## src/hw/cbt_pkg.sv

```systemverilog
// Package with register map, field layout and reset constants for the CAN bit timing and capture block.
// Summary of operation
// (RL1) On arbitration loss capture the bit position and raise the enabled interrupt.
// (RL2) Captured position holds until software reads it; that read re-arms capture.
// (RL3) Position register bits 7 to 5 always read as zero.
// (RL4) Codes 0 to 10 mean loss in identifier bits 28 down to 18.
// (RL5) Code 11 means loss in the SRTR bit, code 12 in the IDE bit.
// (RL6) Codes 13 to 30 mean loss in identifier bits 17 down to 0, extended only.
// (RL7) Code 31 means arbitration lost in the RTR bit.
// (RL8) Timing register 0 bits 7 to 6 hold the resynchronisation jump width.
// (RL9) Time quantum is two oscillator periods times prescaler plus one.
// (RL10) Sampling bit set samples the bus three times per bit, clear once.
// (RL11) Bit is one sync quantum, segment one plus one, segment two plus one.
// (RL12) Hardware reset loads the clock divider register with 8'hC0.
// (RL13) Software reset leaves the clock divider register unchanged.
// (RL14) Divider codes 0 to 6 give oscillator over 2 to 14; code 7 undivided.
// (RL15) Divider field is writable in reset mode and operating mode alike.
// (RL16) Setting the clock-off bit disables the clock output.
// (RL17) Arbitration-lost flag sets on a loss only when its enable bit is set.
// (RL18) Both timing registers are writable in reset mode only, read-only otherwise.
// (RL19) Divider register bits 7 to 4 are fixed at 1100 and read back so.
`default_nettype none
package cbt_pkg;
   // Register indices; the byte address is four times the index.
   localparam logic [5:0] CBT_IDX_MODE = 6'h00;
   localparam logic [5:0] CBT_IDX_STATUS = 6'h03;
   localparam logic [5:0] CBT_IDX_ENABLE = 6'h04;
   localparam logic [5:0] CBT_IDX_TIMING0 = 6'h06;
   localparam logic [5:0] CBT_IDX_TIMING1 = 6'h07;
   localparam logic [5:0] CBT_IDX_POSN = 6'h0B;
   localparam logic [5:0] CBT_IDX_DIV = 6'h1F;
   // Field positions.
   localparam int CBT_MODE_RESET_BIT = 0;
   localparam int CBT_MODE_SOFT_BIT = 1;
   localparam int CBT_FLAG_ARB_BIT = 6;
   localparam int CBT_DIV_OFF_BIT = 3;
   // Values after reset and fixed patterns.
   localparam logic [7:0] CBT_DIV_RESET = 8'hC0;
   localparam logic [3:0] CBT_DIV_FIXED = 4'hC;
   localparam logic [2:0] CBT_SEL_UNDIVIDED = 3'h7;
   localparam logic [7:0] CBT_TIMING_RESET = 8'h00;
   localparam logic MODE_RESET_INIT = 1'b1;
   // Counts of cycles.
   localparam int CBT_TQ_MULT = 2;
   localparam logic [4:0] CBT_TRIPLE_SPAN = 5'h02;
   // AXI responses.
   localparam logic [1:0] CBT_RESP_OKAY = 2'h0;
   localparam logic [1:0] CBT_RESP_SLVERR = 2'h2;

   typedef struct packed {
      logic [1:0] jump_width;
      logic [5:0] quantum_prescaler;
   } cbt_prescale_jump_s;

   typedef struct packed {
      logic triple_sample_select;
      logic [2:0] segment_two_length;
      logic [3:0] segment_one_length;
   } cbt_segments_s;

   typedef enum logic [1:0] {
      CBT_PH_SYNC = 2'b00,
      CBT_PH_SEG1 = 2'b01,
      CBT_PH_SEG2 = 2'b10
   } cbt_phase_e;
endpackage
`default_nettype wire

```

## src/hw/cbt_core.sv

```systemverilog
// CAN bit timing, arbitration-loss capture and clock output divider behind an AXI4-Lite slave.
//
// Our own choice: the AXI4-Lite interface to the registers.
`default_nettype none
module cbt_core
   import cbt_pkg::*;
(
   input wire logic aclk,
   input wire logic aresetn,
   input wire logic [7:0] s_axi_awaddr,
   input wire logic s_axi_awvalid,
   output logic s_axi_awready,
   input wire logic [31:0] s_axi_wdata,
   input wire logic [3:0] s_axi_wstrb,
   input wire logic s_axi_wvalid,
   output logic s_axi_wready,
   output logic [1:0] s_axi_bresp,
   output logic s_axi_bvalid,
   input wire logic s_axi_bready,
   input wire logic [7:0] s_axi_araddr,
   input wire logic s_axi_arvalid,
   output logic s_axi_arready,
   output logic [31:0] s_axi_rdata,
   output logic [1:0] s_axi_rresp,
   output logic s_axi_rvalid,
   input wire logic s_axi_rready,
   input wire logic arb_lost,
   input wire logic [4:0] arb_position,
   input wire logic bus_rx,
   output logic reset_mode,
   output logic irq,
   output logic tq_tick,
   output logic bit_start,
   output logic sample_point,
   output logic sampled_bit,
   output logic clock_output_pin
);
   // Register state.
   cbt_prescale_jump_s timing0;
   cbt_segments_s timing1;
   logic [4:0] posn_code;
   logic posn_locked;
   logic [7:0] flags;
   logic [7:0] enables;
   logic [3:0] divider_low;

   // Bus handshake decode; both write channels are taken together once no response is pending.
   wire logic wr_take = s_axi_awvalid & s_axi_wvalid & ~s_axi_bvalid;
   wire logic rd_take = s_axi_arvalid & ~s_axi_rvalid;
   wire logic [5:0] wr_idx = s_axi_awaddr[7:2];
   wire logic [5:0] rd_idx = s_axi_araddr[7:2];
   wire logic wr_lane = wr_take & s_axi_wstrb[0];
   wire logic [7:0] wbyte = s_axi_wdata[7:0];
   assign s_axi_awready = wr_take;
   assign s_axi_wready = wr_take;
   assign s_axi_arready = ~s_axi_rvalid;

   // Write targets; the timing registers only accept writes while the controller is in reset mode.
   wire logic wr_mode = wr_lane & (wr_idx == CBT_IDX_MODE);
   wire logic wr_enable = wr_lane & (wr_idx == CBT_IDX_ENABLE);
   wire logic wr_timing0 = wr_lane & (wr_idx == CBT_IDX_TIMING0) & reset_mode; // RL18
   wire logic wr_timing1 = wr_lane & (wr_idx == CBT_IDX_TIMING1) & reset_mode; // RL18
   wire logic wr_divider = wr_lane & (wr_idx == CBT_IDX_DIV); // RL15
   wire logic soft_reset = wr_mode & wbyte[CBT_MODE_SOFT_BIT];
   wire logic wr_known = (wr_idx == CBT_IDX_MODE) | (wr_idx == CBT_IDX_STATUS) | (wr_idx == CBT_IDX_ENABLE) |
      (wr_idx == CBT_IDX_TIMING0) | (wr_idx == CBT_IDX_TIMING1) | (wr_idx == CBT_IDX_POSN) | (wr_idx == CBT_IDX_DIV);

   // Reads with side effects: the position read re-arms capture, the status read clears flags.
   wire logic rd_posn = rd_take & (rd_idx == CBT_IDX_POSN);
   wire logic rd_status = rd_take & (rd_idx == CBT_IDX_STATUS);

   // Read data mux; unmapped indices answer zero with an error response.
   logic [7:0] rd_byte;
   logic rd_known;
   always_comb begin
      rd_known = 1'b1;
      case (rd_idx)
         CBT_IDX_MODE: rd_byte = {7'h00, reset_mode};
         CBT_IDX_STATUS: rd_byte = flags;
         CBT_IDX_ENABLE: rd_byte = enables;
         CBT_IDX_TIMING0: rd_byte = timing0;
         CBT_IDX_TIMING1: rd_byte = timing1;
         CBT_IDX_POSN: rd_byte = {3'h0, posn_code}; // RL3
         CBT_IDX_DIV: rd_byte = {CBT_DIV_FIXED, divider_low}; // RL19
         default: begin
            rd_byte = 8'h00;
            rd_known = 1'b0;
         end
      endcase
   end

   // Write response channel.
   always_ff @(posedge aclk) begin
      if (!aresetn) begin
         s_axi_bvalid <= 1'b0;
         s_axi_bresp <= CBT_RESP_OKAY;
      end else if (wr_take) begin
         s_axi_bvalid <= 1'b1;
         s_axi_bresp <= wr_known ? CBT_RESP_OKAY : CBT_RESP_SLVERR;
      end else if (s_axi_bready) begin
         s_axi_bvalid <= 1'b0;
      end
   end

   // Read data channel.
   always_ff @(posedge aclk) begin
      if (!aresetn) begin
         s_axi_rvalid <= 1'b0;
         s_axi_rdata <= 32'h0000_0000;
         s_axi_rresp <= CBT_RESP_OKAY;
      end else if (rd_take) begin
         s_axi_rvalid <= 1'b1;
         s_axi_rdata <= {24'h00_0000, rd_byte};
         s_axi_rresp <= rd_known ? CBT_RESP_OKAY : CBT_RESP_SLVERR;
      end else if (s_axi_rready) begin
         s_axi_rvalid <= 1'b0;
      end
   end

   // Mode register; a soft reset forces reset mode but spares the divider.
   always_ff @(posedge aclk) begin
      if (!aresetn) begin
         reset_mode <= MODE_RESET_INIT;
      end else if (wr_mode) begin
         reset_mode <= wbyte[CBT_MODE_RESET_BIT] | wbyte[CBT_MODE_SOFT_BIT];
      end
   end

   // Bit timing registers.
   always_ff @(posedge aclk) begin
      if (!aresetn) begin
         timing0 <= CBT_TIMING_RESET;
         timing1 <= CBT_TIMING_RESET;
      end else begin
         if (wr_timing0) begin
            timing0 <= wbyte; // RL8
         end
         if (wr_timing1) begin
            timing1 <= wbyte;
         end
      end
   end

   // Clock divider register: only the hardware reset reloads it, never the soft reset.
   always_ff @(posedge aclk) begin
      if (!aresetn) begin
         divider_low <= CBT_DIV_RESET[3:0]; // RL12
      end else if (wr_divider) begin
         divider_low <= wbyte[3:0]; // RL13
      end
   end

   // Capture: a loss in the same cycle as the re-arming read wins and is caught.
   wire logic capture = arb_lost & (~posn_locked | rd_posn);
   always_ff @(posedge aclk) begin
      if (!aresetn || soft_reset) begin
         posn_code <= 5'h00;
         posn_locked <= 1'b0;
      end else if (capture) begin
         posn_code <= arb_position; // RL1 RL4 RL5 RL6 RL7
         posn_locked <= 1'b1;
      end else if (rd_posn) begin
         posn_locked <= 1'b0; // RL2
      end
   end

   // Sticky flags cleared by a status read; a new event in the read cycle still sets.
   wire logic [7:0] flag_set = {1'b0, arb_lost & enables[CBT_FLAG_ARB_BIT], 6'h00}; // RL17
   always_ff @(posedge aclk) begin
      if (!aresetn || soft_reset) begin
         flags <= 8'h00;
      end else begin
         flags <= (rd_status ? 8'h00 : flags) | flag_set; // RL1
      end
   end

   // Enable register doubles as the interrupt mask.
   always_ff @(posedge aclk) begin
      if (!aresetn) begin
         enables <= 8'h00;
      end else if (wr_enable) begin
         enables <= wbyte;
      end
   end
   assign irq = |(flags & enables);

   // Clock output divider; the oscillator is aclk, so code 7 routes aclk itself.
   logic [2:0] div_cnt;
   logic div_q;
   wire logic [2:0] div_sel = divider_low[2:0];
   wire logic clock_off = divider_low[CBT_DIV_OFF_BIT];
   wire logic div_flip = (div_cnt >= div_sel);
   always_ff @(posedge aclk) begin
      if (!aresetn || clock_off || div_sel == CBT_SEL_UNDIVIDED) begin
         div_cnt <= 3'h0;
         div_q <= 1'b0;
      end else begin
         div_cnt <= div_flip ? 3'h0 : div_cnt + 3'h1;
         div_q <= div_flip ? ~div_q : div_q; // RL14
      end
   end
   // Undivided mode passes the clock net straight through, which costs a glitch-free guarantee on changes.
   assign clock_output_pin = ~clock_off & ((div_sel == CBT_SEL_UNDIVIDED) ? aclk : div_q); // RL16

   // Bus input synchroniser; the third stage only serves the edge detector.
   logic rx_meta;
   logic rx_sync;
   logic rx_prev;
   always_ff @(posedge aclk) begin
      if (!aresetn) begin
         rx_meta <= 1'b1;
         rx_sync <= 1'b1;
         rx_prev <= 1'b1;
      end else begin
         rx_meta <= bus_rx;
         rx_sync <= rx_meta;
         rx_prev <= rx_sync;
      end
   end
   wire logic rx_fall = rx_prev & ~rx_sync;

   // Time quantum prescaler: one tick every two times (prescaler plus one) oscillator cycles.
   logic [6:0] tq_cnt;
   wire logic [6:0] tq_last = 7'((CBT_TQ_MULT * (int'(timing0.quantum_prescaler) + 1)) - 1); // RL9
   always_ff @(posedge aclk) begin
      if (!aresetn || reset_mode) begin
         tq_cnt <= 7'h00;
      end else begin
         tq_cnt <= (tq_cnt == tq_last) ? 7'h00 : tq_cnt + 7'h01;
      end
   end
   assign tq_tick = ~reset_mode & (tq_cnt == tq_last);

   // Bit segment sequencer with one resynchronisation per bit.
   cbt_phase_e phase;
   cbt_phase_e next_phase;
   logic [4:0] qcnt;
   logic [4:0] next_qcnt;
   logic [4:0] seg1_end;
   logic [4:0] next_seg1_end;
   logic edge_seen;
   logic resynced;
   logic [2:0] samples;
   wire logic [4:0] jump = {3'h0, timing0.jump_width} + 5'h01; // RL8
   wire logic [4:0] seg2_end = {2'h0, timing1.segment_two_length};
   wire logic [4:0] lengthen = (qcnt + 5'h01 < jump) ? qcnt + 5'h01 : jump;
   wire logic do_resync = edge_seen & ~resynced;
   wire logic seg2_cut = (seg2_end - qcnt) < jump;
   wire logic in_sample_window = timing1.triple_sample_select ? (seg1_end - qcnt <= CBT_TRIPLE_SPAN)
      : (qcnt == seg1_end); // RL10

   always_comb begin
      next_phase = phase;
      next_qcnt = qcnt + 5'h01;
      next_seg1_end = seg1_end;
      case (phase)
         CBT_PH_SYNC: begin
            next_phase = CBT_PH_SEG1;
            next_qcnt = 5'h00;
            next_seg1_end = {1'b0, timing1.segment_one_length}; // RL11
         end
         CBT_PH_SEG1: begin
            if (do_resync) begin
               next_seg1_end = seg1_end + lengthen;
            end
            if (qcnt == seg1_end && !do_resync) begin
               next_phase = CBT_PH_SEG2;
               next_qcnt = 5'h00;
            end
         end
         CBT_PH_SEG2: begin
            if (do_resync && seg2_cut) begin
               next_phase = CBT_PH_SYNC;
            end else if (do_resync) begin
               next_qcnt = qcnt + jump;
            end else if (qcnt == seg2_end) begin
               next_phase = CBT_PH_SYNC; // RL11
            end
         end
         default: begin
            next_phase = CBT_PH_SYNC;
         end
      endcase
   end

   always_ff @(posedge aclk) begin
      if (!aresetn || reset_mode) begin
         phase <= CBT_PH_SYNC;
         qcnt <= 5'h00;
         seg1_end <= 5'h00;
      end else if (tq_tick) begin
         phase <= next_phase;
         qcnt <= next_qcnt;
         seg1_end <= next_seg1_end;
      end
   end

   // An edge is remembered until the next quantum; only one resync is spent per bit.
   always_ff @(posedge aclk) begin
      if (!aresetn || reset_mode) begin
         edge_seen <= 1'b0;
         resynced <= 1'b0;
      end else begin
         edge_seen <= tq_tick ? rx_fall : (edge_seen | rx_fall);
         if (tq_tick && phase == CBT_PH_SYNC) begin
            resynced <= 1'b0;
         end else if (tq_tick && do_resync && phase != CBT_PH_SYNC) begin
            resynced <= 1'b1;
         end
      end
   end

   // Sampling strobes; with triple sampling the last three quanta of segment one are voted.
   wire logic sample_tick = tq_tick & (phase == CBT_PH_SEG1) & in_sample_window;
   wire logic sp_tick = tq_tick & (phase == CBT_PH_SEG1) & (qcnt == seg1_end) & ~do_resync;
   wire logic [2:0] next_samples = sample_tick ? {samples[1:0], rx_sync} : samples;
   wire logic vote = timing1.triple_sample_select ? ((next_samples[0] & next_samples[1]) |
      (next_samples[1] & next_samples[2]) | (next_samples[0] & next_samples[2])) : next_samples[0]; // RL10
   always_ff @(posedge aclk) begin
      if (!aresetn) begin
         samples <= 3'h7;
         sampled_bit <= 1'b1;
         sample_point <= 1'b0;
         bit_start <= 1'b0;
      end else begin
         samples <= next_samples;
         sampled_bit <= sp_tick ? vote : sampled_bit;
         sample_point <= sp_tick;
         bit_start <= tq_tick & (phase == CBT_PH_SYNC);
      end
   end

   // Checks.
   logic [7:0] tq_gap;
   logic tq_gap_ok;
   logic [5:0] bit_q;
   logic bit_ok;
   logic bit_clean;
   logic [3:0] half_cnt;
   logic half_ok;
   always_ff @(posedge aclk) begin
      if (!aresetn || reset_mode) begin
         tq_gap <= 8'h00;
         tq_gap_ok <= 1'b0;
         bit_q <= 6'h00;
         bit_ok <= 1'b0;
         bit_clean <= 1'b1;
      end else begin
         tq_gap <= tq_tick ? 8'h00 : tq_gap + 8'h01;
         tq_gap_ok <= tq_gap_ok | tq_tick;
         bit_q <= bit_start ? 6'h00 : (tq_tick ? bit_q + 6'h01 : bit_q);
         bit_ok <= bit_ok | bit_start;
         bit_clean <= bit_start ? 1'b1 : (bit_clean & ~(tq_tick & do_resync));
      end
   end
   always_ff @(posedge aclk) begin
      if (!aresetn || clock_off || div_sel == CBT_SEL_UNDIVIDED || wr_divider) begin
         half_cnt <= 4'h0;
         half_ok <= 1'b0;
      end else begin
         half_cnt <= div_flip ? 4'h0 : half_cnt + 4'h1;
         half_ok <= half_ok | div_flip;
      end
   end
endmodule
`default_nettype wire

```

## config.mk

```make
export PLATFORM = sky130hd
export DESIGN_NAME = cbt_core
export DESIGN_NICKNAME = d
export VERILOG_FILES = /design/src/hw/cbt_pkg.sv /design/src/hw/cbt_core.sv
export SDC_FILE = /design/constraint.sdc
export NUM_CORES = 1
export LEC_CHECK = 0
export ABC_CLOCK_PERIOD_IN_PS = 5500
export BUFFER_PORTS_ARGS = -buffer_cell sky130_fd_sc_hd__buf_2
export CORE_UTILIZATION = 43
export CTS_BUF_LIST = sky130_fd_sc_hd__clkbuf_4 sky130_fd_sc_hd__clkbuf_8 sky130_fd_sc_hd__clkbuf_16
export DETAILED_ROUTE_END_ITERATION = 16
export PLACE_DENSITY = 0.71
export SKIP_LAST_GASP = 1
export SLEW_MARGIN = 20
export SYNTH_ARGS = -nofsm -noshare
export SYNTH_HDL_FRONTEND = slang
export SYNTH_SLANG_ARGS = --single-unit
```

## constraint.sdc

```tcl
create_clock -name aclk -period 5.5 [get_ports aclk]
set_input_delay 1.1 -clock aclk [delete_from_list [all_inputs] [get_ports aclk]]
set_output_delay 1.1 -clock aclk [all_outputs]
set_load 0.01 [all_outputs]
```

==> key figures, run 1 <==
Run
  – Max_cap viols: 0

GRT
  – First-pass GRT wire length: 20820 um
  – Initial antenna violation count: 0
  – Largest net degree at the start of global routing: 58
  – All-Layer GR Usage: 21.06%
  – Vias in the first global route: 4452
  – Grt ovf: 0

Detailed routing
  – Initial drt markers: 191
  – Post-Route WL: 12360 um
  – WL/cell: 15.37 um
  – Via count: 4493
  – DRC Markers: 0
  – Met1 Routed Length: 5581 um
  – Met3 Wirelength: 646 um
  – Post-route ant nets: 0
  – Metal2 WL: 5789 um
  – Initial DRT Pass Iterations: 5
  – Highest metal used: met4
  – Vias per inst: 5.588

Logic synthesis
  – Synth cell count leaders: nand2_1, dfxtp_1, nor2_1, a21oi_1, a21boi_0
  – Unique masters post-synth: 62
  – Cell Area, Synth: slightly above 5000 um2
  – Asr flop ratio synth: 0%
  – Synth area leader: dfxtp_1
  – Most common cell in the netlist: nand2_1
  – Syn_area_per_cell: 8.313 um2
  – Post-synth EDFFs: 0
  – Sequential share of the synthesized area: around a third
  – Top cell type's share of synthesized area: approximately 32%
  – Yosys warning total: 0
  – Main synth FF type: dfxtp_1
  – Cell count after synthesis: 613
  – Largest cells by area after synthesis: dfxtp_1, ha_1, nand2_1
  – #FFs+latches synth: 82

Placed design
  – Placed wire-length estimate: roughly 9000 um
  – DP Area: 5359 um2
  – PortBufs: 56
  – Routability congestion estimate: approximately 0.90

Die
  – Die Area: 12290 um2
  – Top-Level Pins: 114
  – Initial core utilization: 44.44%
  – Cell Rows: 39
  – Die Y: around 110 um
  – Die width: roughly 110 um
  – Core area: 11470 um2

Setup path
  – Crit-path cells: clkbuf_16 -> clkbuf_16 -> mux2i_1 -> nor2_1 -> buf_2
  – CP Capture Type: output port
  – CP Class: clock port to output port
  – Crit Path Max Fanout: 2
  – Most used cell, CP: clkbuf_16
  – Worst path arrival time: 3.31 ns
  – Req. time, crit path: 4.40 ns
  – Slowest stage delay, CP: between 0.1 and 0.15 ns
  – CP Launch Type: clock port
  – CP max-delay cell: buf_2

Clock network
  – Clk_lat worst skew: 0.46 ns
  – Clk slew on worst S/H paths: ~0.060 ns
  – CTS resizes: 0
  – Post-CTS Hold Fix Bufs: 0
  – CTS tree: built
  – Post-CTS Setup Bufs: 0

Final layout
  – Fill cell count: about 1100
  – Area grow syn2layout: 12.25%
  – Register Area: 1642 um2
  – Share of cells above drive strength 1: 13.16%
  – Area of the multi-input gates: 3161 um2
  – Antenna fix cells: 0
  – Fin area: 5720 um2
  – Fin nets: 755

STA
  – Total negative setup slack: 0 ns
  – Slew margin rel.: approximately a third
  – Slew Limit Fails: 0
  – Worst-Margin Slew: about 1 ns
  – Finish-stage setup viols: 0
  – Final Hold Vio Count: 0
  – RSZ-0062 raised after global routing: no
  – Clock skew: 0.008846 ns

Power
  – Pleak: about 2.4 nW
  – VDD IR max: 218.1 uV
  – PD cells: roughly 240 nW/um2

Hold path
  – Worst hold-check path type: register to register

Status
  – Status: finished, final reports clean
registers in the layout, indices dropped and copies added, names as in the netlist, 2 cells and up:
register,flops
tq_cnt,7
enables,8
qcnt,5
phase,2
timing0,8
samples,3
timing1,5
posn_code,5
seg2_end,3
s_axi_rdata,8
div_cnt,3
seg1_end,5
divider_low,4
worst max-delay path: cells and delay by family:
kind	cells	cell delay, ns
simple gates	1	0.05
buf+inv	3	0.39
mux	1	0.12
power breakdown:
group / leakage (nW) / switching [W] / internal (W)
Sequential: 0.665 / 0.00000611 / 0.000605
Clock: 0.189 / 0.000260 / 0.000447
Combinational: 1.52 / 0.0000512 / 0.0000326
through the flow:
step                 power, W  setup WS [ns]  util, %  hold slack [ns]  cells
floorplan           0.0006869          1.467        -           0.3863    639
global placement    0.0007055          1.372    46.73           0.3883    787
detailed placement  0.0007079          1.371    46.73           0.3975    787
CTS                  0.001409          1.073    49.89           0.4250    804
global route         0.001444          1.044    49.89           0.4592    804
finish               0.001401          1.086    49.89           0.4313    804
layer usage:
metal / vias to the layer above / global-route usage, %
li1: 2191 / -
met1: 2126 / 25.69
met2: 145 / 34.08
met3: 31 / 5.358
met4: 0 / 11.11
met5: - / 0
path summary, 6_finish.rpt:
| path | start | end | slack [ns] | cells after the start |
|---|---|---|---|---|
| setup / recovery | aclk | clock_output_pin | 1.09 | 5 |
| hold / removal | rx_meta | rx_sync | 0.43 | 1 |
| setup reg to reg | timing0[7] | seg1_end[3] | 1.74 | 14 |
| hold reg to reg | rx_meta | rx_sync | 0.43 | 1 |
layout by cell type (no fill, tap or decap), types with 7 or more instances in the layout:
cell | synthesis | routed
nand2_1 | 83 | 83
dfxtp_1 | 82 | 82
buf_2 | 1 | 56
nor2_1 | 37 | 37
a21oi_1 | 32 | 32
a21boi_0 | 29 | 29
ha_1 | 27 | 27
conb_1 | 1 | 27
mux2i_1 | 26 | 26
o21ai_0 | 23 | 23
inv_1 | 22 | 22
nand3_1 | 19 | 19
xnor2_1 | 18 | 18
nor2b_1 | 16 | 16
nor3_1 | 13 | 13
nand2b_1 | 13 | 13
xor2_1 | 12 | 12
clkbuf_16 | 0 | 12
and3_1 | 8 | 8
and2_1 | 7 | 7
a22oi_1 | 7 | 7
cells by family (layout without fill, tap and decap cells):
group,Yosys count,after routing,synth area share (%)
AOI/OAI and AO/OA,141,141,18.86
xor gates and xnor gates,30,30,5.156
adders and majority gates,31,31,8.200
buffers and inverters,75,97,7.685
DFF,82,82,32.21
muxes,30,30,5.991
other,1,27,0.07359
and+or+nand+nor,223,223,21.83
final cells by class:
class                      count  share of cell area [%]
clock inverter                 4                  0.9405
tap                          143                   3.128
clock buffer                  14                   5.468
inverter                      22                   1.444
timing repair buffer          57                   5.074
multi-input combinational    482                   55.25
sequential                    82                   28.70
(Power assumes the default switching activity.)
==> inputs of run 2 (changes only) <==
--- a/config.mk
+++ b/config.mk
@@ -5,12 +5,12 @@
 export SDC_FILE = /design/constraint.sdc
 export NUM_CORES = 1
 export LEC_CHECK = 0
-export ABC_CLOCK_PERIOD_IN_PS = 5500
+export ABC_CLOCK_PERIOD_IN_PS = 3550
 export BUFFER_PORTS_ARGS = -buffer_cell sky130_fd_sc_hd__buf_2
 export CORE_UTILIZATION = 43
 export CTS_BUF_LIST = sky130_fd_sc_hd__clkbuf_4 sky130_fd_sc_hd__clkbuf_8 sky130_fd_sc_hd__clkbuf_16
 export DETAILED_ROUTE_END_ITERATION = 16
-export PLACE_DENSITY = 0.71
+export PLACE_DENSITY = 0.73
 export SKIP_LAST_GASP = 1
 export SLEW_MARGIN = 20
 export SYNTH_ARGS = -nofsm -noshare
==> constraint.sdc (replaced) <==
create_clock -name aclk -period 3.55 [get_ports aclk]
set_input_delay 0.71 -clock aclk [delete_from_list [all_inputs] [get_ports aclk]]
set_output_delay 0.71 -clock aclk [all_outputs]
set_load 0.01 [all_outputs]
==> key figures, run 2 (synthesized netlist as in run 1, its figures left out) <==
Status
  – Status: finished, final reports clean

Final layout
  – Fill cell count: 1068 (+0.56%)
  – Regs by FF count: enables: 8 flops, s_axi_rdata: 8 flops, timing0: 8 flops
  – Fin nets: 762 (+0.93%)
  – Most common cell after layout, fill and taps aside: nand2_1
  – Area of the multi-input gates: 3182 um2 (+0.67%)
  – Share of cells above drive strength 1: 15.22% (+2.1 points)
  – Antenna fix cells: 0 (unchanged)
  – Fin area: 5838 um2 (+2.1%)
  – Post-layout util: 50.91% (+1.0 points)
  – Area grow syn2layout: 14.56%
  – Register Area: 1642 um2 (unchanged)
  – Most frequent cells in the layout: nand2_1, dfxtp_1, buf_2

STA
  – Worst-Margin Slew: 0.8364 ns (-0.1666 ns)
  – Max Clk Rate: 293.9 MHz
  – Slew Limit Fails: 0 (unchanged)
  – Slew margin rel.: 43.81% (+11 points)
  – Clock skew: 0.007873 ns (-0.0009727 ns)
  – Tmin final: 3.403 ns
  – Finish-stage setup viols: 0 (unchanged)
  – Final worst setup slack: 0.1470 ns (-0.9388 ns)
  – Final Hold Vio Count: 0 (unchanged)
  – Final Cycle Share: 95.86%

Die
  – Die Area: 12290 um2 (unchanged)
  – Core area: 11470 um2 (unchanged)
  – Initial core utilization: 44.44% (unchanged)
  – Die width: 110.9 um (unchanged)
  – Cell Rows: 39 (unchanged)
  – Die Y: 110.9 um (unchanged)
  – Top-Level Pins: 114 (unchanged)

Clock network
  – CTS tree: built
  – Post-CTS Hold Fix Bufs: 0 (unchanged)
  – Clk slew on worst S/H paths: 0.07 ns (about the same)
  – Clk_lat worst skew: 0.46 ns (about the same)

Power
  – VDD IR max: 307.8 uV (+41%)
  – Pwr Total: 0.002307 W (+65%)
  – Pleak: 2.435 nW (+2.4%)
  – PD cells: 395.1 nW/um2 (+61%)

Detailed routing
  – Vias per inst: 5.514 (-1.3%)
  – WL/cell: 15.20 um (-1.1%)
  – Initial DRT Pass Iterations: 5 (unchanged)
  – Via count: 4483 (-0.22%)
  – Initial drt markers: 296 (+55%)
  – Post-route ant nets: 0 (unchanged)
  – DRC Markers: 0 (unchanged)
  – Post-Route WL: 12360 um (unchanged)

Setup path
  – Crit-path cells: ha_2 -> inv_1 -> ha_1 -> nor2b_1 -> o21a_1 -> nor3_1 -> buf_4 -> mux2i_1 -> ha_1 -> fa_1 -> a21o_1 -> a21oi_2 -> nor3_1 -> a211o_1
  – Worst path bufs/invs: 2 (-1)
  – Worst path arrival time: 3.75 ns (+0.44 ns)
  – Slowest stage delay, CP: 0.42 ns (+0.28 ns)
  – Top delay family on crit path: adder cells
  – CP max-delay cell: fa_1
  – CP Launch Type: register
  – Crit Path Max Fanout: 5 (+3)
  – Worst R2R Start: timing0[7]
  – Crit path from: timing0[7]
  – Req. time, crit path: 3.90 ns (-0.50 ns)
  – CP Class: register to register
  – CP Capture Type: register

Hold path
  – Worst hold-check path type: register to register
  – Worst Hold Launch: rx_meta

Placed design
  – DP Worst Slack: 0.03615 ns (-1.335 ns)
  – Routability congestion estimate: 0.8524 (-4.8%)
  – DP Area: 5411 um2 (+0.98%)
  – PortBufs: 56 (unchanged)
  – Placed wire-length estimate: 9006 um (-0.18%)

GRT
  – First-pass GRT wire length: 20350 um (-2.3%)
  – Grt ovf: 0 (unchanged)
  – All-Layer GR Usage: 20.63% (-0.43 points)
  – Vias in the first global route: 4360 (-2.1%)
  – Largest net degree at the start of global routing: 57 (-1.7%)
  – Initial antenna violation count: 0 (unchanged)

Run
  – Max_cap viols: 0 (unchanged)
[run 2: cell count changes in the layout (fill, tap and decap cells not counted), sizes merged]
cell and delta:
buf +7, bufinv +1, clkbuf -1, clkinvlp -1
inv +3
[run 2: repair_timing]
item / 4_1_cts / 5_1_grt
setup buffers: 0 / 0
endpoints found under the setup margin: 1 / 3
resized for setup: 1 / 7
[run 2: worst paths after layout]
check	end	slack [ns]	cells after the start
min reg2reg	rx_sync	0.41	1
min	rx_sync	0.41	1
max reg2reg	seg1_end[4]	0.15	14
max	seg1_end[4]	0.15	14
[run 2: metrics by stage]
stage / setup TNS (ns) / hold slack, ns / std cells
2_1_floorplan: 0 / 0.3863 / 639
3_3_place_gp: 0 / 0.3892 / 794
3_5_place_dp: 0 / 0.3924 / 794
4_1_cts: 0 / 0.4077 / 813
5_1_grt: -0.006845 / 0.4305 / 813
6_report: 0 / 0.4075 / 813
[run 2: layout make-up]
cell class	instances	share of cell area, %
inverter	22	1.414
clock buffer	13	5.229
sequential	82	28.12
timing repair buffer	64	5.872
clock inverter	7	1.800
tap	143	3.065
multi-input combinational	482	54.50
[run 2: metal layers]
metal / wire, um / global-route usage [%] / share of wire [%] / vias to the layer above
met5: 0 / 0 / 0 / -
met3: 593 / 4.046 / 4.8 / 26
met2: 5982 / 35.20 / 48 / 141
met4: 267 / 10.31 / 2.2 / 0
li1: - / - / - / 2205
met1: 5511 / 24.64 / 45 / 2111
[run 2: where the power goes]
group / internal, W / switching, W / leakage, nW / total, W
registers: 0.000936 / 0.00000905 / 0.665 / 0.000945
logic: 0.0000511 / 0.0000782 / 1.56 / 0.000129
clock network: 0.000774 / 0.000458 / 0.213 / 0.00123
==> inputs of run 3 (changes only) <==
--- a/config.mk
+++ b/config.mk
@@ -7,10 +7,10 @@
 export LEC_CHECK = 0
 export ABC_CLOCK_PERIOD_IN_PS = 3550
 export BUFFER_PORTS_ARGS = -buffer_cell sky130_fd_sc_hd__buf_2
-export CORE_UTILIZATION = 43
+export CORE_UTILIZATION = 50
 export CTS_BUF_LIST = sky130_fd_sc_hd__clkbuf_4 sky130_fd_sc_hd__clkbuf_8 sky130_fd_sc_hd__clkbuf_16
 export DETAILED_ROUTE_END_ITERATION = 16
-export PLACE_DENSITY = 0.73
+export PLACE_DENSITY = 0.83
 export SKIP_LAST_GASP = 1
 export SLEW_MARGIN = 20
 export SYNTH_ARGS = -nofsm -noshare
==> key figures, run 3 (synthesized netlist as in run 1, its figures left out) <==
GRT
  – Initial antenna violation count: 0 (unchanged)
  – First-pass GRT wire length: 19400 um (-4.7%)
  – Grt ovf: 0 (unchanged)
  – Vias in the first global route: 4291 (-1.6%)
  – All-Layer GR Usage: 23.57% (+2.9 points)
  – Largest net degree at the start of global routing: 42 (-26%)

Die
  – Initial core utilization: 51.90% (+7.5 points)
  – Die Area: 10600 um2 (-14%)
  – Core area: 9819 um2 (-14%)
  – Cell Rows: 36 (-7.7%)
  – Die Y: 103.0 um (-7.1%)
  – Top-Level Pins: 114 (unchanged)
  – Die width: 103.0 um (-7.1%)

STA
  – Clock skew: 0.01274 ns (+0.004868 ns)
  – Slew Limit Fails: 0 (unchanged)
  – Slew margin rel.: 43.99% (+0.17 points)
  – Final Hold Vio Count: 0 (unchanged)
  – Worst-Margin Slew: 0.8338 ns (-0.002587 ns)
  – Max Clk Rate: 295.1 MHz (+0.41%)
  – Finish-stage setup viols: 0 (unchanged)
  – RSZ-0062 raised after global routing: no
  – Final Cycle Share: 95.47% (-0.39 points)
  – Tmin final: 3.389 ns (-0.01381 ns)

Power
  – PD cells: 328.0 nW/um2 (-17%)
  – Pwr Total: 0.001856 W (-20%)
  – Pleak: 2.352 nW (-3.4%)
  – VDD IR max: 251.1 uV (-18%)

Setup path
  – R2R depth: 14 (unchanged)
  – Crit Path Max Fanout: 8 (+3)
  – R2r setup slk: 0.18 ns (+0.03 ns)
  – Worst R2R Start: timing0[6]
  – CP Class: register to output port
  – Worst path arrival time: 2.68 ns (-1.07 ns)
  – Slowest stage delay, CP: 0.41 ns (about the same)
  – RR Endpoint: seg1_end[4]
  – Crit-path cells: ha_2 -> or3_4 -> mux2i_1 -> nand4b_1 -> nand4bb_4 -> a21oi_2 -> and2_1 -> buf_2
  – Req. time, crit path: 2.84 ns (-1.06 ns)
  – CP Launch Type: register
  – CP max-delay cell: dfxtp_1
  – CP Capture Type: output port

Clock network
  – CTS tree: built
  – Post-CTS Hold Fix Bufs: 0 (unchanged)
  – CTS resizes: 4 (+3)
  – Clk_lat worst skew: 0.47 ns (about the same)
  – Post-CTS Setup Bufs: 0 (unchanged)
  – Clk slew on worst S/H paths: 0.09 ns (+0.02 ns)

Placed design
  – PortBufs: 56 (unchanged)
  – Placed instance count: 782 (-1.5%)
  – Placed wire-length estimate: 8912 um (-1.0%)
  – Routability congestion estimate: 0.9124 (+7.0%)

Detailed routing
  – Initial DRT Pass Iterations: 5 (unchanged)
  – Post-Route WL: 11950 um (-3.3%)
  – Vias per inst: 5.625 (+2.0%)
  – Initial drt markers: 281 (-5.1%)
  – Via count: 4506 (+0.51%)
  – Post-route ant nets: 0 (unchanged)
  – DRC Markers: 0 (unchanged)
  – WL/cell: 14.92 um (-1.8%)

Run
  – Max_cap viols: 0 (unchanged)

Final layout
  – Area of the multi-input gates: 3192 um2 (+0.31%)
  – Area grow syn2layout: 11.05%
  – Fin nets: 760 (-0.26%)
  – Regs by FF count: enables: 8 flops, s_axi_rdata: 8 flops, timing0: 8 flops
  – Most frequent cells in the layout: nand2_1, dfxtp_1, buf_2
  – Antenna fix cells: 0 (unchanged)
  – Share of cells above drive strength 1: 15.27% (+0.046 points)
  – Most common cell after layout, fill and taps aside: nand2_1
  – Cell Count, Final, Fillers Out: 801 (-1.5%)
  – Register Area: 1644 um2 (+0.15%)
  – Fill cell count: 890 (-17%)

Hold path
  – Worst Hold Launch: rx_meta
  – Hold EP: rx_sync
  – Worst hold-check path type: register to register
  – Hold depth: 1 (unchanged)

Status
  – Status: finished, final reports clean
run 3: changes by cell type in the layout (fill, tap and decap cells not counted), moves of 2 or more:
cell,delta
dfxtp_2,+2
inv_8,+2
dfxtp_1,-2
clkbuf_8,+12
buf_4,-2
bufinv_16,-2
clkbuf_16,-12
run 3: per-stage QoR:
| step | setup TNS [ns] | util (%) | hold slack [ns] | worst slack [ns] | instance area, um2 |
|---|---|---|---|---|---|
| after detailed placement | -0.05257 | 54.83 | 0.3936 | -0.05257 | 5384 |
| after global placement | 0 | 54.83 | 0.3887 | 0.2530 | 5384 |
| final | 0 | 57.63 | 0.4080 | 0.1608 | 5659 |
| after CTS | -0.006323 | 57.38 | 0.4142 | -0.006323 | 5634 |
| after global routing | 0 | 57.63 | 0.4165 | 0.008128 | 5659 |
| after floorplan | 0 | - | 0.3863 | 0.3360 | 5194 |
run 3: worst max-delay path, delay by kind of cell (launching register included):
family / cells / cell delay [ns]
DFF: 1 / 0.41
AOI/OAI and AO/OA: 1 / 0.20
muxes: 1 / 0.22
and+or+nand+nor: 4 / 0.99
adders and majority gates: 1 / 0.25
buffers and inverters: 1 / 0.13
run 3: worst max-delay path by stage:
stage | cells past startpoint | slack [ns] | from | endpoint
floorplan | 14 | 0.34 | timing0[6] | seg1_end[3]
global placement | 15 | 0.25 | qcnt[1] | seg1_end[3]
detailed placement | 15 | -0.05 | qcnt[1] | seg1_end[3]
CTS | 16 | -0.006 | timing0[6] | seg1_end[3]
global route | 14 | 0.008 | timing0[6] | seg1_end[4]
finish | 8 | 0.16 | timing0[1] | tq_tick
run 3: report_power, final:
| part | internal, W | leakage (nW) | switching [W] |
|---|---|---|---|
| clock network | 0.000355 | 0.142 | 0.000426 |
| logic | 0.0000510 | 1.54 | 0.0000790 |
| registers | 0.000936 | 0.666 | 0.00000952 |
run 3: cell type report:
cell class | instances | share of cell area [%]
multi-input cells | 482 | 56.40
flip-flops and latches | 82 | 29.05
repair buffers | 62 | 5.793
clock buffers | 13 | 3.007
well taps | 133 | 2.941
inverters | 22 | 1.459
clock inverters | 7 | 1.349
run 3: layer usage:
metal	up-vias	track usage, %	wire length (um)
met5	-	0	0
met4	0	9.642	262
met3	24	5.424	664
met2	160	40.05	5892
met1	2127	28.75	5132
li1	2195	-	-
